$ cat src/rtl/uac_cfg.svh
/*
 Constants of the dual-channel advanced control and reset block:
 register indices, field positions, reset values and reset timing.
 Assumes it is included by bare name from the package and the modules.
*/
`ifndef UAC_CFG_SVH
`define UAC_CFG_SVH
// ----------------------------------------
// Geometry
// ----------------------------------------
`define UAC_NCH 2
`define UAC_NREG 26
`define UAC_CH_BIT 7
// ----------------------------------------
// Register indices (byte address = 4 * index)
// ----------------------------------------
`define UAC_R_IER 5'h00
`define UAC_R_FCR 5'h01
`define UAC_R_ISR 5'h02
`define UAC_R_LCR 5'h03
`define UAC_R_MCR 5'h04
`define UAC_R_LSR 5'h05
`define UAC_R_MSR 5'h06
`define UAC_R_EXTRA_FEATURE_CONTROL_REG 5'h07
`define UAC_R_SPR 5'h08
`define UAC_R_DLL 5'h09
`define UAC_R_DLM 5'h0a
`define UAC_R_TXLVL 5'h0b
`define UAC_R_RXLVL 5'h0c
`define UAC_R_EFR 5'h0d
`define UAC_R_XON1 5'h0e
`define UAC_R_XON2 5'h0f
`define UAC_R_XOFF1 5'h10
`define UAC_R_XOFF2 5'h11
`define UAC_R_TXINT 5'h12
`define UAC_R_RXINT 5'h13
`define UAC_R_FLWH 5'h14
`define UAC_R_FLWL 5'h15
`define UAC_R_CLKP 5'h16
`define UAC_R_TURN 5'h17
`define UAC_R_AFC2 5'h18
`define UAC_R_AFC1 5'h19
// ----------------------------------------
// Field positions
// ----------------------------------------
`define UAC_AFC1_CONC 7
`define UAC_AFC1_SLPEDGE 4
`define UAC_AFC1_REMAP 2
`define UAC_AFC1_SRST 1
`define UAC_AFC1_TSRM 0
`define UAC_AFC2_TXDIS 2
`define UAC_IER_THR 1
`define UAC_IER_SLEEP 4
`define UAC_MCR_TRDY 0
`define UAC_MCR_RQS 1
`define UAC_MCR_OP2 2
`define UAC_MCR_IRQEN 3
`define UAC_EFR_AUTORX 6
`define UAC_EFR_AUTOTX 7
// ----------------------------------------
// Masks and reset values
// ----------------------------------------
`define UAC_AFC1_WMASK 8'h95
`define UAC_AFC2_WMASK 8'h3f
`define UAC_CLKP_WMASK 8'h0f
`define UAC_SPR_RST 8'h01
`define UAC_ISR_IDLE 8'h01
`define UAC_ISR_THR 8'h02
`define UAC_LSR_RST 8'h60
// ----------------------------------------
// Reset timing: crystal clocks per reset, pclk per crystal clock
// ----------------------------------------
`define UAC_RST_XTAL 4
`define UAC_PCLK_PER_XTAL 1
`define UAC_RST_CYC 3'((`UAC_RST_XTAL) * (`UAC_PCLK_PER_XTAL))
`endif

$ cat src/rtl/uac_pkg.sv
/*
 Types of the dual-channel advanced control and reset block.
 Assumes uac_cfg.svh is on the include path.
*/
`include "uac_cfg.svh"
package uac_pkg;
    // ----------------------------------------
    // Sleep state of one channel
    // ----------------------------------------
    typedef enum logic {
        UAC_AWAKE = 1'b0,
        UAC_ASLEEP = 1'b1
    } uac_sleep_t;
    // ----------------------------------------
    // State of one channel core
    // ----------------------------------------
    typedef struct packed {
        uac_sleep_t slp;
        logic rx_prev;
        logic [3:0] mprev;
        logic [3:0] mdelta;
        logic tx;
        logic rqs_n;
        logic trdy_n;
        logic op2_n;
        logic irq;
        logic irq_oe;
        logic halt;
        logic [7:0] line_status_reg;
    } uac_chan_st_t;
    // ----------------------------------------
    // State of the top: registers, reset counters, bus, synchronisers
    // ----------------------------------------
    typedef struct packed {
        logic [`UAC_NCH-1:0][`UAC_NREG-1:0][7:0] regs;
        logic [`UAC_NCH-1:0][2:0] rcnt;
        logic pready;
        logic pslverr;
        logic [31:0] prdata;
        logic [`UAC_NCH-1:0][4:0] s1;
        logic [`UAC_NCH-1:0][4:0] s2;
    } uac_top_st_t;
endpackage

$ cat src/rtl/uac_chan.sv
/*
 One channel core: sleep and wake, flow-control pin mapping,
 transmit-empty interrupt, modem status deltas, output pins.
 Assumes synchronised pin inputs and same-clock FIFO status inputs,
 and a synchronous channel reset from the top.
*/
`timescale 1ns/100ps
`include "uac_cfg.svh"
module uac_chan (
    input wire logic pclk,
    input wire logic presetn,
    input wire logic chan_rst,
    input wire logic rx,
    input wire logic clear_send_n,
    input wire logic set_ready_n,
    input wire logic ring_n,
    input wire logic carrier_n,
    input wire logic msr_rd,
    input wire logic [7:0] interrupt_enable_reg,
    input wire logic [7:0] modem_control_reg,
    input wire logic [7:0] enhanced_feature_reg,
    input wire logic [7:0] afc1,
    input wire logic [7:0] afc2,
    input wire logic tx_bit,
    input wire logic tx_below_trig,
    input wire logic tx_fifo_empty,
    input wire logic tsr_empty,
    input wire logic rx_hold,
    input wire logic [4:0] rx_status,
    output logic serial_out,
    output logic request_send_n,
    output logic terminal_ready_n,
    output logic general_out_two_n,
    output logic irq_out,
    output logic irq_oe,
    output logic tx_halt,
    output logic sleeping,
    output logic [7:0] interrupt_status_reg,
    output logic [7:0] line_status_reg,
    output logic [7:0] modem_status_reg
);
    localparam uac_pkg::uac_chan_st_t CH_RST = '{
        slp: uac_pkg::UAC_AWAKE, rx_prev: 1'b1, mprev: 4'hf,
        mdelta: 4'h0, tx: 1'b1, rqs_n: 1'b1, trdy_n: 1'b1,
        op2_n: 1'b1, irq: 1'b0, irq_oe: 1'b0, halt: 1'b0,
        line_status_reg: `UAC_LSR_RST};
    uac_pkg::uac_chan_st_t r_q, r_d;
    logic [3:0] mnow;
    logic flow_n;
    logic peer_n;
    logic empty_ok;

    // ----------------------------------------
    // Next state
    // ----------------------------------------
    assign mnow = {carrier_n, ring_n, set_ready_n, clear_send_n};
    always_comb begin
        r_d = r_q;
        r_d.rx_prev = rx;
        r_d.mprev = mnow;
        // A change seen in the read cycle survives the clear
        r_d.mdelta = (msr_rd ? 4'h0 : r_q.mdelta) | (r_q.mprev ^ mnow);
        case (r_q.slp)
            uac_pkg::UAC_AWAKE: begin
                // Level mode holds off sleep while the line is low
                if (interrupt_enable_reg[`UAC_IER_SLEEP] && (afc1[`UAC_AFC1_SLPEDGE] || rx)) begin
                    r_d.slp = uac_pkg::UAC_ASLEEP;
                end
            end
            uac_pkg::UAC_ASLEEP: begin
                if (!interrupt_enable_reg[`UAC_IER_SLEEP]) begin
                    r_d.slp = uac_pkg::UAC_AWAKE;
                end else if (afc1[`UAC_AFC1_SLPEDGE] ? (rx != r_q.rx_prev) : !rx) begin
                    r_d.slp = uac_pkg::UAC_AWAKE;
                end
            end
            default: r_d.slp = uac_pkg::UAC_AWAKE;
        endcase
        // Flow pin follows receive hold when automatic, else its control bit
        flow_n = enhanced_feature_reg[`UAC_EFR_AUTORX] ? rx_hold
            : ~(afc1[`UAC_AFC1_REMAP] ? modem_control_reg[`UAC_MCR_TRDY] : modem_control_reg[`UAC_MCR_RQS]);
        if (afc1[`UAC_AFC1_REMAP]) begin
            r_d.trdy_n = flow_n;
            r_d.rqs_n = ~modem_control_reg[`UAC_MCR_RQS];
        end else begin
            r_d.rqs_n = flow_n;
            r_d.trdy_n = ~modem_control_reg[`UAC_MCR_TRDY];
        end
        peer_n = afc1[`UAC_AFC1_REMAP] ? set_ready_n : clear_send_n;
        r_d.halt = enhanced_feature_reg[`UAC_EFR_AUTOTX] & peer_n;
        // Mode 1 waits for the last stop bit to leave the shifter
        empty_ok = afc1[`UAC_AFC1_TSRM] ? (tx_fifo_empty & tsr_empty)
            : tx_fifo_empty;
        r_d.irq = interrupt_enable_reg[`UAC_IER_THR] & (tx_below_trig | empty_ok);
        r_d.irq_oe = modem_control_reg[`UAC_MCR_IRQEN];
        r_d.tx = afc2[`UAC_AFC2_TXDIS] | tx_bit;
        r_d.op2_n = ~modem_control_reg[`UAC_MCR_OP2];
        r_d.line_status_reg = {1'b0, tx_fifo_empty & tsr_empty, tx_fifo_empty, rx_status};
        // Same values as the pin reset; pin history reloads to avoid false deltas
        if (chan_rst) begin
            r_d = CH_RST;
            r_d.mprev = mnow;
            r_d.rx_prev = rx;
        end
    end

    // ----------------------------------------
    // State register
    // ----------------------------------------
    always_ff @(posedge pclk or negedge presetn) begin
        if (!presetn) begin
            r_q <= CH_RST;
        end else begin
            r_q <= r_d;
        end
    end

    assign serial_out = r_q.tx;
    assign request_send_n = r_q.rqs_n;
    assign terminal_ready_n = r_q.trdy_n;
    assign general_out_two_n = r_q.op2_n;
    assign irq_out = r_q.irq;
    assign irq_oe = r_q.irq_oe;
    assign tx_halt = r_q.halt;
    assign sleeping = r_q.slp == uac_pkg::UAC_ASLEEP;
    assign interrupt_status_reg = r_q.irq ? `UAC_ISR_THR : `UAC_ISR_IDLE;
    assign line_status_reg = r_q.line_status_reg;
    // Upper half tracks the pins even in reset
    assign modem_status_reg = {~mnow, r_q.mdelta};
endmodule

$ cat src/rtl/uac_top.sv
/*
 Top of the dual-channel advanced control and reset block: APB slave,
 per-channel register file, soft and hard reset sequencing, pin
 synchronisers, and one channel core per channel.
 Assumes one clock pclk that also stands for the crystal clock, APB
 master on the same clock, FIFO status inputs on the same clock.
*/
// Notes on behaviour
// - With the concurrent-write bit set, a write lands in the same register of every channel.
// - In level mode a channel will not sleep while its line is low and wakes when it goes low.
// - In edge mode a channel may sleep with its line low and wakes on any toggle.
// - The remap bit moves hardware flow control onto the ready pair and frees the other pair.
// - Writing one to the soft reset bit resets the channel and the bit then reads back zero.
// - Every reset of a channel finishes within four crystal clocks.
// - In mode zero the transmit-empty interrupt fires below trigger or when the FIFO is empty.
// - In mode one the empty case also waits for the shift register to finish its stop bit.
// - Pin reset and soft reset bring registers and outputs to identical states.
// - Reset clears the control registers, sets scratch to one and zeroes the rest as well.
// - After reset the interrupt status reads one in bit zero, nothing pending.
// - After reset the line status shows the transmitter empty and nothing else.
// - After reset the modem status shows live pins above and cleared deltas below.
// - After reset serial, general, request and ready outputs are high and irq is undriven.
`timescale 1ns/100ps
`include "uac_cfg.svh"
module uac_top (
    input wire logic pclk,
    input wire logic presetn,
    input wire logic [7:0] paddr,
    input wire logic psel,
    input wire logic penable,
    input wire logic pwrite,
    input wire logic [31:0] pwdata,
    output logic [31:0] prdata,
    output logic pready,
    output logic pslverr,
    input wire logic [`UAC_NCH-1:0] serial_in,
    input wire logic [`UAC_NCH-1:0] clear_send_n,
    input wire logic [`UAC_NCH-1:0] set_ready_n,
    input wire logic [`UAC_NCH-1:0] ring_n,
    input wire logic [`UAC_NCH-1:0] carrier_n,
    input wire logic [`UAC_NCH-1:0] tx_bit,
    input wire logic [`UAC_NCH-1:0] tx_below_trig,
    input wire logic [`UAC_NCH-1:0] tx_fifo_empty,
    input wire logic [`UAC_NCH-1:0] tsr_empty,
    input wire logic [`UAC_NCH-1:0] rx_hold,
    input wire logic [`UAC_NCH-1:0][4:0] rx_status,
    input wire logic [`UAC_NCH-1:0][7:0] tx_level,
    input wire logic [`UAC_NCH-1:0][7:0] rx_level,
    output logic [`UAC_NCH-1:0] serial_out,
    output logic [`UAC_NCH-1:0] request_send_n,
    output logic [`UAC_NCH-1:0] terminal_ready_n,
    output logic [`UAC_NCH-1:0] general_out_two_n,
    output logic [`UAC_NCH-1:0] irq_out,
    output logic [`UAC_NCH-1:0] irq_oe,
    output logic [`UAC_NCH-1:0] tx_halt,
    output logic [`UAC_NCH-1:0] sleeping
);
    // ----------------------------------------
    // Reset image
    // ----------------------------------------
    // Hard reset also loads the countdown, so both resets run one sequence
    function automatic uac_pkg::uac_top_st_t top_rst();
        uac_pkg::uac_top_st_t t;
        t = '0;
        for (int c = 0; c < `UAC_NCH; c++) begin
            t.regs[c][`UAC_R_SPR] = `UAC_SPR_RST;
            t.rcnt[c] = `UAC_RST_CYC;
            t.s1[c] = 5'h1f;
            t.s2[c] = 5'h1f;
        end
        return t;
    endfunction

    // Write mask per register; read-only ones take nothing
    function automatic logic [7:0] wmask(input logic [4:0] i);
        logic [7:0] m;
        m = 8'hff;
        case (i)
            `UAC_R_ISR, `UAC_R_LSR, `UAC_R_MSR: m = 8'h00;
            `UAC_R_TXLVL, `UAC_R_RXLVL: m = 8'h00;
            `UAC_R_AFC1: m = `UAC_AFC1_WMASK;
            `UAC_R_AFC2: m = `UAC_AFC2_WMASK;
            `UAC_R_CLKP: m = `UAC_CLKP_WMASK;
            default: m = 8'hff;
        endcase
        return m;
    endfunction

    localparam uac_pkg::uac_top_st_t TOP_RST = top_rst();

    uac_pkg::uac_top_st_t r_q, r_d;
    logic [`UAC_NCH-1:0] chan_rst;
    logic [`UAC_NCH-1:0] msr_rd;
    logic [`UAC_NCH-1:0][7:0] isr_v;
    logic [`UAC_NCH-1:0][7:0] lsr_v;
    logic [`UAC_NCH-1:0][7:0] msr_v;
    logic [4:0] idx;
    logic ch;
    logic acc;
    logic bad;
    logic wr;
    logic conc;
    logic [7:0] rdv;

    // ----------------------------------------
    // Address decode
    // ----------------------------------------
    assign idx = paddr[6:2];
    assign ch = paddr[`UAC_CH_BIT];
    assign acc = psel & penable;
    // Beyond the last index nothing answers but the error flag
    assign bad = idx >= 5'(`UAC_NREG);
    // Writes take effect only at the edge that completes the access
    assign wr = acc & r_q.pready & pwrite & ~r_q.pslverr;
    // Either channel's concurrent bit opens the broadcast
    assign conc = r_q.regs[0][`UAC_R_AFC1][`UAC_AFC1_CONC]
        | r_q.regs[1][`UAC_R_AFC1][`UAC_AFC1_CONC];

    // ----------------------------------------
    // Per-channel reset and delta-clear strobes
    // ----------------------------------------
    genvar g;
    generate
        for (g = 0; g < `UAC_NCH; g++) begin : g_ch
            // Nonzero countdown holds the channel in reset
            assign chan_rst[g] = r_q.rcnt[g] != 3'h0;
            assign msr_rd[g] = acc & r_q.pready & ~pwrite & (ch == 1'(g))
                & (idx == `UAC_R_MSR);

            uac_chan u_chan (
                .pclk(pclk),
                .presetn(presetn),
                .chan_rst(chan_rst[g]),
                .rx(r_q.s2[g][0]),
                .clear_send_n(r_q.s2[g][1]),
                .set_ready_n(r_q.s2[g][2]),
                .ring_n(r_q.s2[g][3]),
                .carrier_n(r_q.s2[g][4]),
                .msr_rd(msr_rd[g]),
                .interrupt_enable_reg(r_q.regs[g][`UAC_R_IER]),
                .modem_control_reg(r_q.regs[g][`UAC_R_MCR]),
                .enhanced_feature_reg(r_q.regs[g][`UAC_R_EFR]),
                .afc1(r_q.regs[g][`UAC_R_AFC1]),
                .afc2(r_q.regs[g][`UAC_R_AFC2]),
                .tx_bit(tx_bit[g]),
                .tx_below_trig(tx_below_trig[g]),
                .tx_fifo_empty(tx_fifo_empty[g]),
                .tsr_empty(tsr_empty[g]),
                .rx_hold(rx_hold[g]),
                .rx_status(rx_status[g]),
                .serial_out(serial_out[g]),
                .request_send_n(request_send_n[g]),
                .terminal_ready_n(terminal_ready_n[g]),
                .general_out_two_n(general_out_two_n[g]),
                .irq_out(irq_out[g]),
                .irq_oe(irq_oe[g]),
                .tx_halt(tx_halt[g]),
                .sleeping(sleeping[g]),
                .interrupt_status_reg(isr_v[g]),
                .line_status_reg(lsr_v[g]),
                .modem_status_reg(msr_v[g])
            );
        end
    endgenerate

    // ----------------------------------------
    // Read mux
    // ----------------------------------------
    // Always the addressed channel, even while broadcasting writes
    always_comb begin
        rdv = 8'h00;
        if (!bad) begin
            case (idx)
                `UAC_R_ISR: rdv = isr_v[ch];
                `UAC_R_LSR: rdv = lsr_v[ch];
                `UAC_R_MSR: rdv = msr_v[ch];
                // Live counts from the FIFOs, forced to zero during reset
                `UAC_R_TXLVL: rdv = chan_rst[ch] ? 8'h00 : tx_level[ch];
                `UAC_R_RXLVL: rdv = chan_rst[ch] ? 8'h00 : rx_level[ch];
                // Soft reset bit reads one only while the reset runs
                `UAC_R_AFC1: rdv = r_q.regs[ch][`UAC_R_AFC1]
                    | {6'h00, chan_rst[ch], 1'b0};
                default: rdv = r_q.regs[ch][idx];
            endcase
        end
    end

    // ----------------------------------------
    // Next state
    // ----------------------------------------
    always_comb begin
        r_d = r_q;
        // Two-flop synchronisers: bits are rx, cts, dsr, ring, carrier
        for (int c = 0; c < `UAC_NCH; c++) begin
            r_d.s1[c] = {carrier_n[c], ring_n[c], set_ready_n[c],
                clear_send_n[c], serial_in[c]};
            r_d.s2[c] = r_q.s1[c];
        end
        // One wait state: answer is registered so outputs come from flops
        if (acc && !r_q.pready) begin
            r_d.pready = 1'b1;
            r_d.pslverr = bad;
            r_d.prdata = {24'h000000, rdv};
        end else begin
            r_d.pready = 1'b0;
            r_d.pslverr = 1'b0;
        end
        for (int c = 0; c < `UAC_NCH; c++) begin
            if (r_q.rcnt[c] != 3'h0) begin
                // Reset in progress: registers held at their reset image
                r_d.regs[c] = TOP_RST.regs[c];
                r_d.rcnt[c] = r_q.rcnt[c] - 3'h1;
            end else if (wr && (ch == c[0] || conc)) begin
                r_d.regs[c][idx] = (pwdata[7:0] & wmask(idx))
                    | (r_q.regs[c][idx] & ~wmask(idx));
                if (idx == `UAC_R_AFC1 && pwdata[`UAC_AFC1_SRST]) begin
                    r_d.rcnt[c] = `UAC_RST_CYC;
                end
            end
        end
    end

    // ----------------------------------------
    // State register
    // ----------------------------------------
    always_ff @(posedge pclk or negedge presetn) begin
        if (!presetn) begin
            r_q <= TOP_RST;
        end else begin
            r_q <= r_d;
        end
    end

    // ----------------------------------------
    // Bus outputs
    // ----------------------------------------
    assign prdata = r_q.prdata;
    assign pready = r_q.pready;
    assign pslverr = r_q.pslverr;
endmodule

$ cat config.mk
export PLATFORM = sky130hd
export DESIGN_NAME = uac_top
export DESIGN_NICKNAME = d
export VERILOG_FILES = /design/src/rtl/uac_pkg.sv /design/src/rtl/uac_chan.sv /design/src/rtl/uac_top.sv
export VERILOG_INCLUDE_DIRS = /design/src /design/src/rtl
export SDC_FILE = /design/constraint.sdc
export NUM_CORES = 1
export LEC_CHECK = 0
export ABC_AREA = 0
export BUFFER_PORTS_ARGS = -buffer_cell sky130_fd_sc_hd__buf_2
export CORE_AREA = 2 2 260 262
export DETAILED_ROUTE_END_ITERATION = 10
export DIE_AREA = 0 0 262 264
export PLACE_DENSITY = 0.65
export SETUP_SLACK_MARGIN = 0.1
export SLEW_MARGIN = 25
export SYNTH_ARGS = -nofsm -noshare
export SYNTH_HDL_FRONTEND = slang
export SYNTH_SLANG_ARGS = --single-unit
$ cat constraint.sdc
create_clock -name pclk -period 5.59 [get_ports pclk]
set_clock_uncertainty 0.05 [all_clocks]
set_input_delay 0.559 -clock pclk [delete_from_list [all_inputs] [get_ports pclk]]
set_output_delay 0.559 -clock pclk [all_outputs]
set_load 0.01 [all_outputs]
* After elaboration in Yosys (flattened, before gate mapping)
Memories as Yosys holds them, arrays and structs flattened.
Index checks and enable logic that the tools add are counted.
** Storage, ports and cells
- Register bits :: 502
- Bits in latches :: 0
- RAM bits :: 0
- Memory bits (read-only) :: 1024
- Bits of input ports :: 107
- Output and inout bits :: 50
- Word-level logic and storage cells :: 245
- Memories kept :: 4
** Memories
- (name not given) :: depth 32, bits a word 8, read ports 1, clocked after Yosys merged registers in 0, write ports 0, line uac_top.sv:78 : case (i)
- (name not given) :: depth 32, bits a word 8, read ports 1, clocked after Yosys merged registers in 0, write ports 0, line uac_top.sv:78
- (name not given) :: depth 32, bits a word 8, read ports 1, clocked after Yosys merged registers in 0, write ports 0, line uac_top.sv:78
- (name not given) :: depth 32, bits a word 8, read ports 1, clocked after Yosys merged registers in 0, write ports 0, line uac_top.sv:78
** Operators by class
- $add $sub $neg :: 2
- Multipliers :: 0
- Divide/modulo/power cells :: 0
- $lt $le $gt $ge :: 4
- Equal/unequal tests :: 8
- Shift operators :: 0
- Multiplexer cells :: 72
- Bitwise gates (word level) :: 48
- Reductions and logical operators :: 22
** Operators with widths (count)
- $mux 208 :: 6
- $bwmux 208 :: 2
- $mux 8 :: 25
- $bmux 8 s5 :: 3
- $mux 25 :: 2
- $pmux 8 s6 :: 1
- $demux 8 s5 :: 1
- $and 8x8->8 :: 4
- $mux 1 :: 18
- $not 8->8 :: 2
- $or 8x8->8 :: 2
- $and 1x1->1 :: 15
- $mux 3 :: 5
- $not 1->1 :: 13
- $eq 5x3->1 const B :: 2
- $eq 5x4->1 const B :: 2
- $mux 2 :: 5
- $mux 4 :: 2
- $not 4->4 :: 2
- $or 4x4->4 :: 2
- $or 8x2->8 :: 1
- $reduce_bool 2->1 :: 4
- $xor 4x4->4 :: 2
- $logic_and 1x1->1 :: 7
- 14 further kinds :: 28

* Logic depth before layout (Yosys ltp)
Gate-level depths: netlist of run 1.
- Depth after elaboration :: 13
- Depth in mapped cells :: 18
- Depth with buffers taken out :: 8

* Hierarchy
A second synthesis of run 1 with hierarchy kept.
** Unflattened totals
- Cells, all modules :: 2555
- Area total of the unflattened synthesis :: 25984.9 um^2
** By module, submodules not included
- uac_top :: times used 1, cells an instance 2375, area each 23890.4 um^2, sequential area each 11340.9 um^2
- uac_chan :: times used 2, cells an instance 90, area each 1047.3 um^2, sequential area each 614.3 um^2

* Worst setup path after synthesis of run 1
OpenSTA, ideal clock, no wires.
- Kind :: input -> register
- Start :: in paddr[2]
- End :: reg r_q[74] (netlist bit)
- Data arrival time :: 3.409 ns
- Setup slack :: 2.002 ns
- Stages on the path :: 17
- Path buffers :: 9
- Cell sequence :: buf_6 > buf_12 > buf_12 > buf_12 > buf_8 > buf_6 > buf_8 > inv_1 > ha_1 > mux2i_1 > o22ai_1 > buf_2 > or3_1 > nor2_1 > or3_1 > buf_2 > o21ai_0
** Between the ends
- Longest elaborated chain between the ends :: 9
** Ends and longest elaborated chain
- from (decl) :: line uac_top.sv:28 : input wire logic [7:0] paddr,
- $mem_v2 32x8
- $mux 8 :: line uac_top.sv:213 : end else if (wr && (ch == c[0] || conc)) begin
- $mux 8 :: line uac_top.sv:209 : if (r_q.rcnt[c] != 3'h0) begin
- $not 8->8 :: line uac_top.sv:215 : | (r_q.regs[c][idx] & ~wmask(idx));
- $and 8x8->8 :: line uac_top.sv:215
- $or 8x8->8 :: line uac_top.sv:215
- $bwmux 208 * :: line uac_top.sv:214 : r_d.regs[c][idx] = (pwdata[7:0] & wmask(idx))
- $mux 208 * :: line uac_top.sv:213
- $mux 208 * :: line uac_top.sv:209
- to (signal assigned) :: line uac_top.sv:230 : r_q <= r_d;
- to (decl) :: line uac_top.sv:91 : uac_pkg::uac_top_st_t r_q, r_d;
Every way passes the cells marked *; elsewhere a longest branch is shown, timed or not. The select of a mux whose other input is x is not followed.
A chain may end at the register's enable or synchronous reset.

* Worst setup path after layout of run 1
- Start :: in paddr[3]
- End :: reg r_q[378] (netlist bit)
The elaborated chain is that of the path after synthesis.

==> flow_metrics.tcl, run 1 <==
set metrics [dict create \
    drv_slew 0 \
    fin_ws_ns 1.91 \
    path_buf_inv 2 \
    grt_pass1_vias 21300 \
    p_leak_nw 12.8 \
    finalWirelength_um 97500 \
    end_kind "flip-flop" \
    crit_path_start_kind "input pin" \
    regArea_sq_um 12600 \
    min_period_ns 3.68 \
    tightest_slew_ns 1.13 \
    synth-compound-area-share 0.177 \
    cts_tree "done" \
    status "finished clean" \
    grt_pass1_wl_um 144000 \
    dr.first_iter.drc_count 2961 \
    finalSetupTns_ns 0 \
    syn-instance-count 2630 \
    syn_area_sq_um 26300 \
    clock_latency_ns 0.63 \
    core-area_sq_um 66600 \
    grt_max_degree 153 \
    fillers 6247 \
    synthSimpleGateAreaFrac 0.131 \
    syn2layout_area_growth_pct 11.1 \
    rrSetupSlack_ns 2.31 \
    avgSynthCellArea_sq_um 10.0 \
    die_width_um 262 \
    gr-total-overflow 0 \
    synth-adder-area-share 0.00190 \
    clock_sinks 500 \
    worst_ep_required_time_ns 6.06 \
    clk_pin_slew_ns 0.06 \
    grt_antenna_before_repair 0 \
    async_flop_share 1.00 \
    gp_congestion 0.994 \
    wl_per_cell_um 27.5 \
    worstRegToRegCells 6 \
    synth-seq-cells 500 \
    synth.distinct_cells 90 \
    drv_cap 0 \
    hold_path.class "in -> reg" \
    critPathMaxFanout 18 \
    largest_reg_flops 432 \
    finalHoldViolations 0 \
    crit_family "simple AND/OR/NAND/NOR gates" \
    muxShareOfSynthArea 0.150 \
    final_layout_size_suffix_gt1_frac 0.176 \
    slowest_delay_ns 0.64 \
    r2r_start "r_q[121]" \
    finalCritPeriodShare 0.659 \
    crit_type "in -> reg" \
    ys.flop_type "dfrtp_1" \
    slowest_stage "ha_1" \
    synth-edff-count 0 \
    clockBufferDepth 3 \
    synth_top_family_by_area "compound AO/OA/AOI/OAI gates" \
    relSlewSlack 0.246 \
    cp-endpoint "r_q[378]" \
    startpoint "paddr[3]" \
    place_hpwl_um 68000 \
    peakVddDrop_mv 0.207 \
    htree_levels 2 \
    r2r-end "r_q[233]" \
    rows 95 \
    worstPathCellList "buf_4 -> ha_1 -> mux2i_1 -> o22ai_1 -> buf_4 -> or3_1 -> nand3_1 -> and2_1 -> a21oi_1" \
    via_per_inst 6.25 \
    die_area_sq_um 69200 \
    globalRouteTotalUtil 0.281 \
    multi_input_area_sq_um 12400 \
    initial_utilization 0.396 \
    drc 0 \
    io_pins 157 \
    seq_area_frac_synth 0.477 \
    via_count 22200 \
    ant_nets 0 \
    path_common_cell "buf_4" \
    rsz0062_at_grt "false" \
    finalSetupViolCount 0 \
    yosys_warnings 0 \
    antennaDiodeCount 0 \
    p_per_area_nw_per_um2 285 \
    worst_ep_arrival_time_ns 4.15 \
    cts_inserted_buffers 54 \
    final_nets 2740 \
    first_pass_iters 6 \
    die_h_um 264 \
    cp.depth 9 \
    fmax_mhz 271 \
    port_buffers 106 \
    cts_root_buf "clkbuf_16" \
    synthXorXnorAreaFrac 0.00266 \
    pre_cts_slack_ns 1.46 \
]
-- cell families (layout without fill, tap and decap cells) --
logic type	count (synthesis)	in the layout
flops	500	500
xor+xnor	8	8
compound gates	770	770
fa+ha+maj	4	4
buf+inv	282	302
simple gates	759	759
other cells	1	24
mux	306	306
-- Yosys cell counts, drive strengths merged, types with 15 or more instances --
| library cell | count | share of area |
|---|---|---|
| clkbuf | 143 | 0.020 |
| nand3 | 85 | 0.016 |
| and2 | 23 | 0.0055 |
| or3 | 18 | 0.0043 |
| mux2 | 34 | 0.015 |
| nor3 | 30 | 0.0061 |
| o21ai | 230 | 0.044 |
| a21oi | 278 | 0.053 |
| nand2 | 290 | 0.041 |
| mux4 | 63 | 0.056 |
| dfrtp | 454 | 0.43 |
| mux2i | 209 | 0.080 |
| buf | 133 | 0.038 |
| a221oi | 19 | 0.0073 |
| a211oi | 72 | 0.022 |
| and3 | 31 | 0.0074 |
| nor2 | 209 | 0.030 |
| dfstp | 46 | 0.046 |
| a31oi | 22 | 0.0059 |
| o211ai | 15 | 0.0043 |
| o22ai | 44 | 0.010 |
-- metrics by stage --
stage | power, mW | instance area, sq um | instances | hold WS, ns | utilization
3_3_place_gp | 4.63 | 27300 | 3434 | 0.296 | 0.410
3_5_place_dp | 4.65 | 27300 | 3434 | 0.297 | 0.410
6_report | 8.35 | 29300 | 3546 | 0.0787 | 0.439
2_1_floorplan | 4.32 | 26400 | 2653 | 0.213 | -
4_1_cts | 8.36 | 29200 | 3545 | 0.0606 | 0.439
5_1_grt | 8.59 | 29300 | 3546 | 0.0761 | 0.439
-- power breakdown --
group | switching (mW) | leakage (nW) | internal (mW)
combinational | 0.595 | 5.13 | 0.253
clock | 1.56 | 0.907 | 2.18
sequential | 0.0558 | 6.74 | 3.71
-- what timing repair did --
item,4_1_cts,5_1_grt
gates resized for setup,0,0
hold buffers,11,0
hold endpoints to repair,55,0
buffers inserted,0,0
-- cell type report --
cell class,count,share of cell area
clock buffers,74,0.0532
clock inverters,26,0.00945
inverters,6,0.000770
multi-input cells,1871,0.424
flip-flops and latches,500,0.430
well taps,873,0.0373
repair buffers,196,0.0457
-- layer usage --
layer,global-route usage,share of wire
met1,0.403,0.42
met2,0.405,0.43
met4,0.129,0.053
met5,0.00783,0.00076
met3,0.0579,0.096
-- placed cells by master (no fill, tap or decap), types with 11 or more instances in the layout --
cell type      count
mux2i_1          208
nand3_1           85
dfstp_2           46
nand2_1          290
buf_4             74
clkinv_2          13
mux4_2            51
mux2_2            33
clkbuf_8          11
a221oi_1          15
mux4_1            12
nor2b_1           12
nor2_1           202
o21ai_0          228
a22oi_1           11
a211oi_1          62
clkbuf_16         55
dlygate4sd3_1     11
and2_1            22
dfrtp_1          454
buf_2            102
a31oi_1           19
or3_1             16
nor3_1            20
conb_1            24
o22ai_1           44
a21oi_1          277
nand2b_1          12
o211ai_1          15
and3_1            30
-- how the worst min path moves through the flow --
stage | start | slack, ns | endpoint | depth (start not counted)
4_1_cts | tx_bit[0] | 0.06 | g_ch[0].u_chan.serial_out | 2
5_1_grt | tx_bit[1] | 0.08 | g_ch[1].u_chan.serial_out | 2
3_5_place_dp | r_d[5] | 0.30 | r_q[5] | 0
6_report | tx_bit[0] | 0.08 | g_ch[0].u_chan.serial_out | 2
2_1_floorplan | presetn | 0.21 | g_ch[0].u_chan.irq_oe | 0
3_3_place_gp | r_d[9] | 0.30 | r_q[9] | 0
Note: power is estimated with default switching activity, not from simulation.
==> run 2: changes to the inputs <==
- clock period: 5.59 -> 3.4 ns (I/O delays scaled with it)
==> flow_metrics.tcl, run 2 (same netlist as run 1, synthesis figures left out) <==
set metrics [dict create \
    final_cells 3677 \
    grt_pass1_wl_um 147000 \
    fmax_mhz 350 \
    p_switching_mw 3.60 \
    pre_cts_slack_ns 0.312 \
    crit_type "reg -> reg" \
    gr-total-overflow 0 \
    finalCritPeriodShare 0.841 \
    finalHoldViolations 0 \
    io_pins 157 \
    drv_slew 0 \
    grt_max_degree 116 \
    wl_per_cell_um 27.2 \
    status "finished clean" \
    end_kind "flip-flop" \
    cts_inserted_buffers 53 \
    r2r_start "pready" \
    final_layout_size_suffix_gt1_frac 0.203 \
    numPlacedInstances 3541 \
    die_width_um 262 \
    dr_wl_met3_um 9330 \
    initial_utilization 0.396 \
    rows 95 \
    critPathMaxFanout 12 \
    final_cell_mix "dfrtp_1, nand2_1, a21oi_1" \
    tightest_slew_ns 1.02 \
    worst_ep_required_time_ns 3.88 \
    post-cts-setup-buffers 0 \
    dr.first_iter.drc_count 3433 \
    cts_resized 0 \
    worst_ep_arrival_time_ns 3.34 \
    slowest_delay_ns 0.78 \
    internal_power_mw 10.2 \
    first_pass_iters 6 \
    hold_end "r_q[418]" \
    finalWirelength_um 100000 \
    slowest_stage "nor2_1" \
    pwr-share-comb 0.114 \
    worstPathCellList "nand3_1 -> a211o_1 -> buf_4 -> nor2_1 -> nand2_1 -> o22ai_1" \
    finalSetupTns_ns 0 \
    globalRouteTotalUtil 0.288 \
    grt_pass1_vias 21800 \
    p_per_area_nw_per_um2 452 \
    clock_latency_ns 0.63 \
    largest_reg_flops 432 \
    clockBufferDepth 3 \
    met2_length_um 44200 \
    die_h_um 264 \
    min_period_ns 2.86 \
    wirelength_met1_um 42300 \
    power_mw 13.8 \
    worstRegToRegCells 6 \
    layout_commonest_cell "dfrtp_1" \
    drc 0 \
    fin_ws_ns 0.540 \
    syn2layout_area_growth_pct 15.6 \
    cts_root_buf "clkbuf_16" \
    sw_frac_of_total 0.262 \
    rsz0062_at_grt "false" \
    highest_layer "met4" \
    relSlewSlack 0.320 \
    clk_pin_slew_ns 0.07 \
    r2r-end "r_q[240]" \
    finalSetupViolCount 0 \
    ant_nets 0 \
    core-area_sq_um 66600 \
    clockPowerShare 0.437 \
    via_per_inst 6.14 \
    gp_congestion 0.965 \
    place_hpwl_um 72500 \
    min_path_cells 3 \
    cts_tree "done" \
    crit_path_start_kind "flip-flop" \
    drv_cap 0 \
    final_nets 2868 \
    htree_levels 2 \
    clock_sinks 500 \
    hold_path.class "in -> reg" \
    via_count 22600 \
    die_area_sq_um 69200 \
    hp-start "pwdata[6]" \
    p_leak_nw 13.4 \
    p_seq_frac 0.449 \
    port_buffers 106 \
    rrSetupSlack_ns 0.54 \
    grt_antenna_before_repair 2 \
    peakVddDrop_mv 0.334 \
]
==> run 2: metal layers <==
| layer | GRT usage | up-vias |
|---|---|---|
| li1 | - | 9763 |
| met1 | 0.422 | 11400 |
| met2 | 0.423 | 1246 |
| met3 | 0.0508 | 179 |
| met4 | 0.111 | 0 |
| met5 | 0 | - |
==> run 2: how the worst max path moves through the flow <==
stage	end	slack, ns	cells past startpoint	from
after floorplan	r_q[306]	0.08	18	paddr[2]
after global placement	r_q[266]	0.36	7	paddr[5]
after detailed placement	r_q[122]	0.31	9	paddr[4]
after CTS	r_q[240]	0.66	6	pready
after global routing	r_q[240]	0.41	6	pready
final	r_q[240]	0.54	6	pready
==> run 2: timing repair <==
item | 4_1_cts | 5_1_grt
setup endpoints to repair | 0 | 0
endpoints found under the hold margin | 97 | 0
hold buffers | 34 | 0
==> run 2: final cells by class <==
cell class	count	area, sq um
diodes	2	5.00
clock buffers	79	1540
clock inverters	21	265
fillers	6170	36100
inverters	6	22.5
multi-input cells	1871	12400
flip-flops and latches	500	12600
well taps	873	1090
repair buffers	325	2580
==> run 2: stage by stage <==
| stage | util | hold slack (ns) | cell area [sq um] |
|---|---|---|---|
| floorplan | - | -0.00559 | 26400 |
| global placement | 0.425 | 0.296 | 28300 |
| detailed placement | 0.425 | 0.297 | 28300 |
| CTS | 0.457 | 0.121 | 30400 |
| global route | 0.458 | 0.166 | 30500 |
| finish | 0.458 | 0.149 | 30500 |
==> run 2: power groups by stage <==
| stage | clock [mW] | combinational (mW) | sequential (mW) |
|---|---|---|---|
| final | 6.01 | 1.57 | 6.19 |
| after global routing | 6.36 | 1.66 | 6.19 |
| after CTS | 6.11 | 1.54 | 6.18 |
| after detailed placement | 0 | 1.50 | 6.29 |
| after global placement | 0 | 1.48 | 6.28 |
| after floorplan | 0 | 0.857 | 6.25 |
==> run 2: worst max-delay path: cells and delay by family (launching register included) <==
kind,cells,cell delay [ns]
compound gates,2,0.73
simple gates,3,1.32
buf+inv,1,0.27
flops,1,0.39
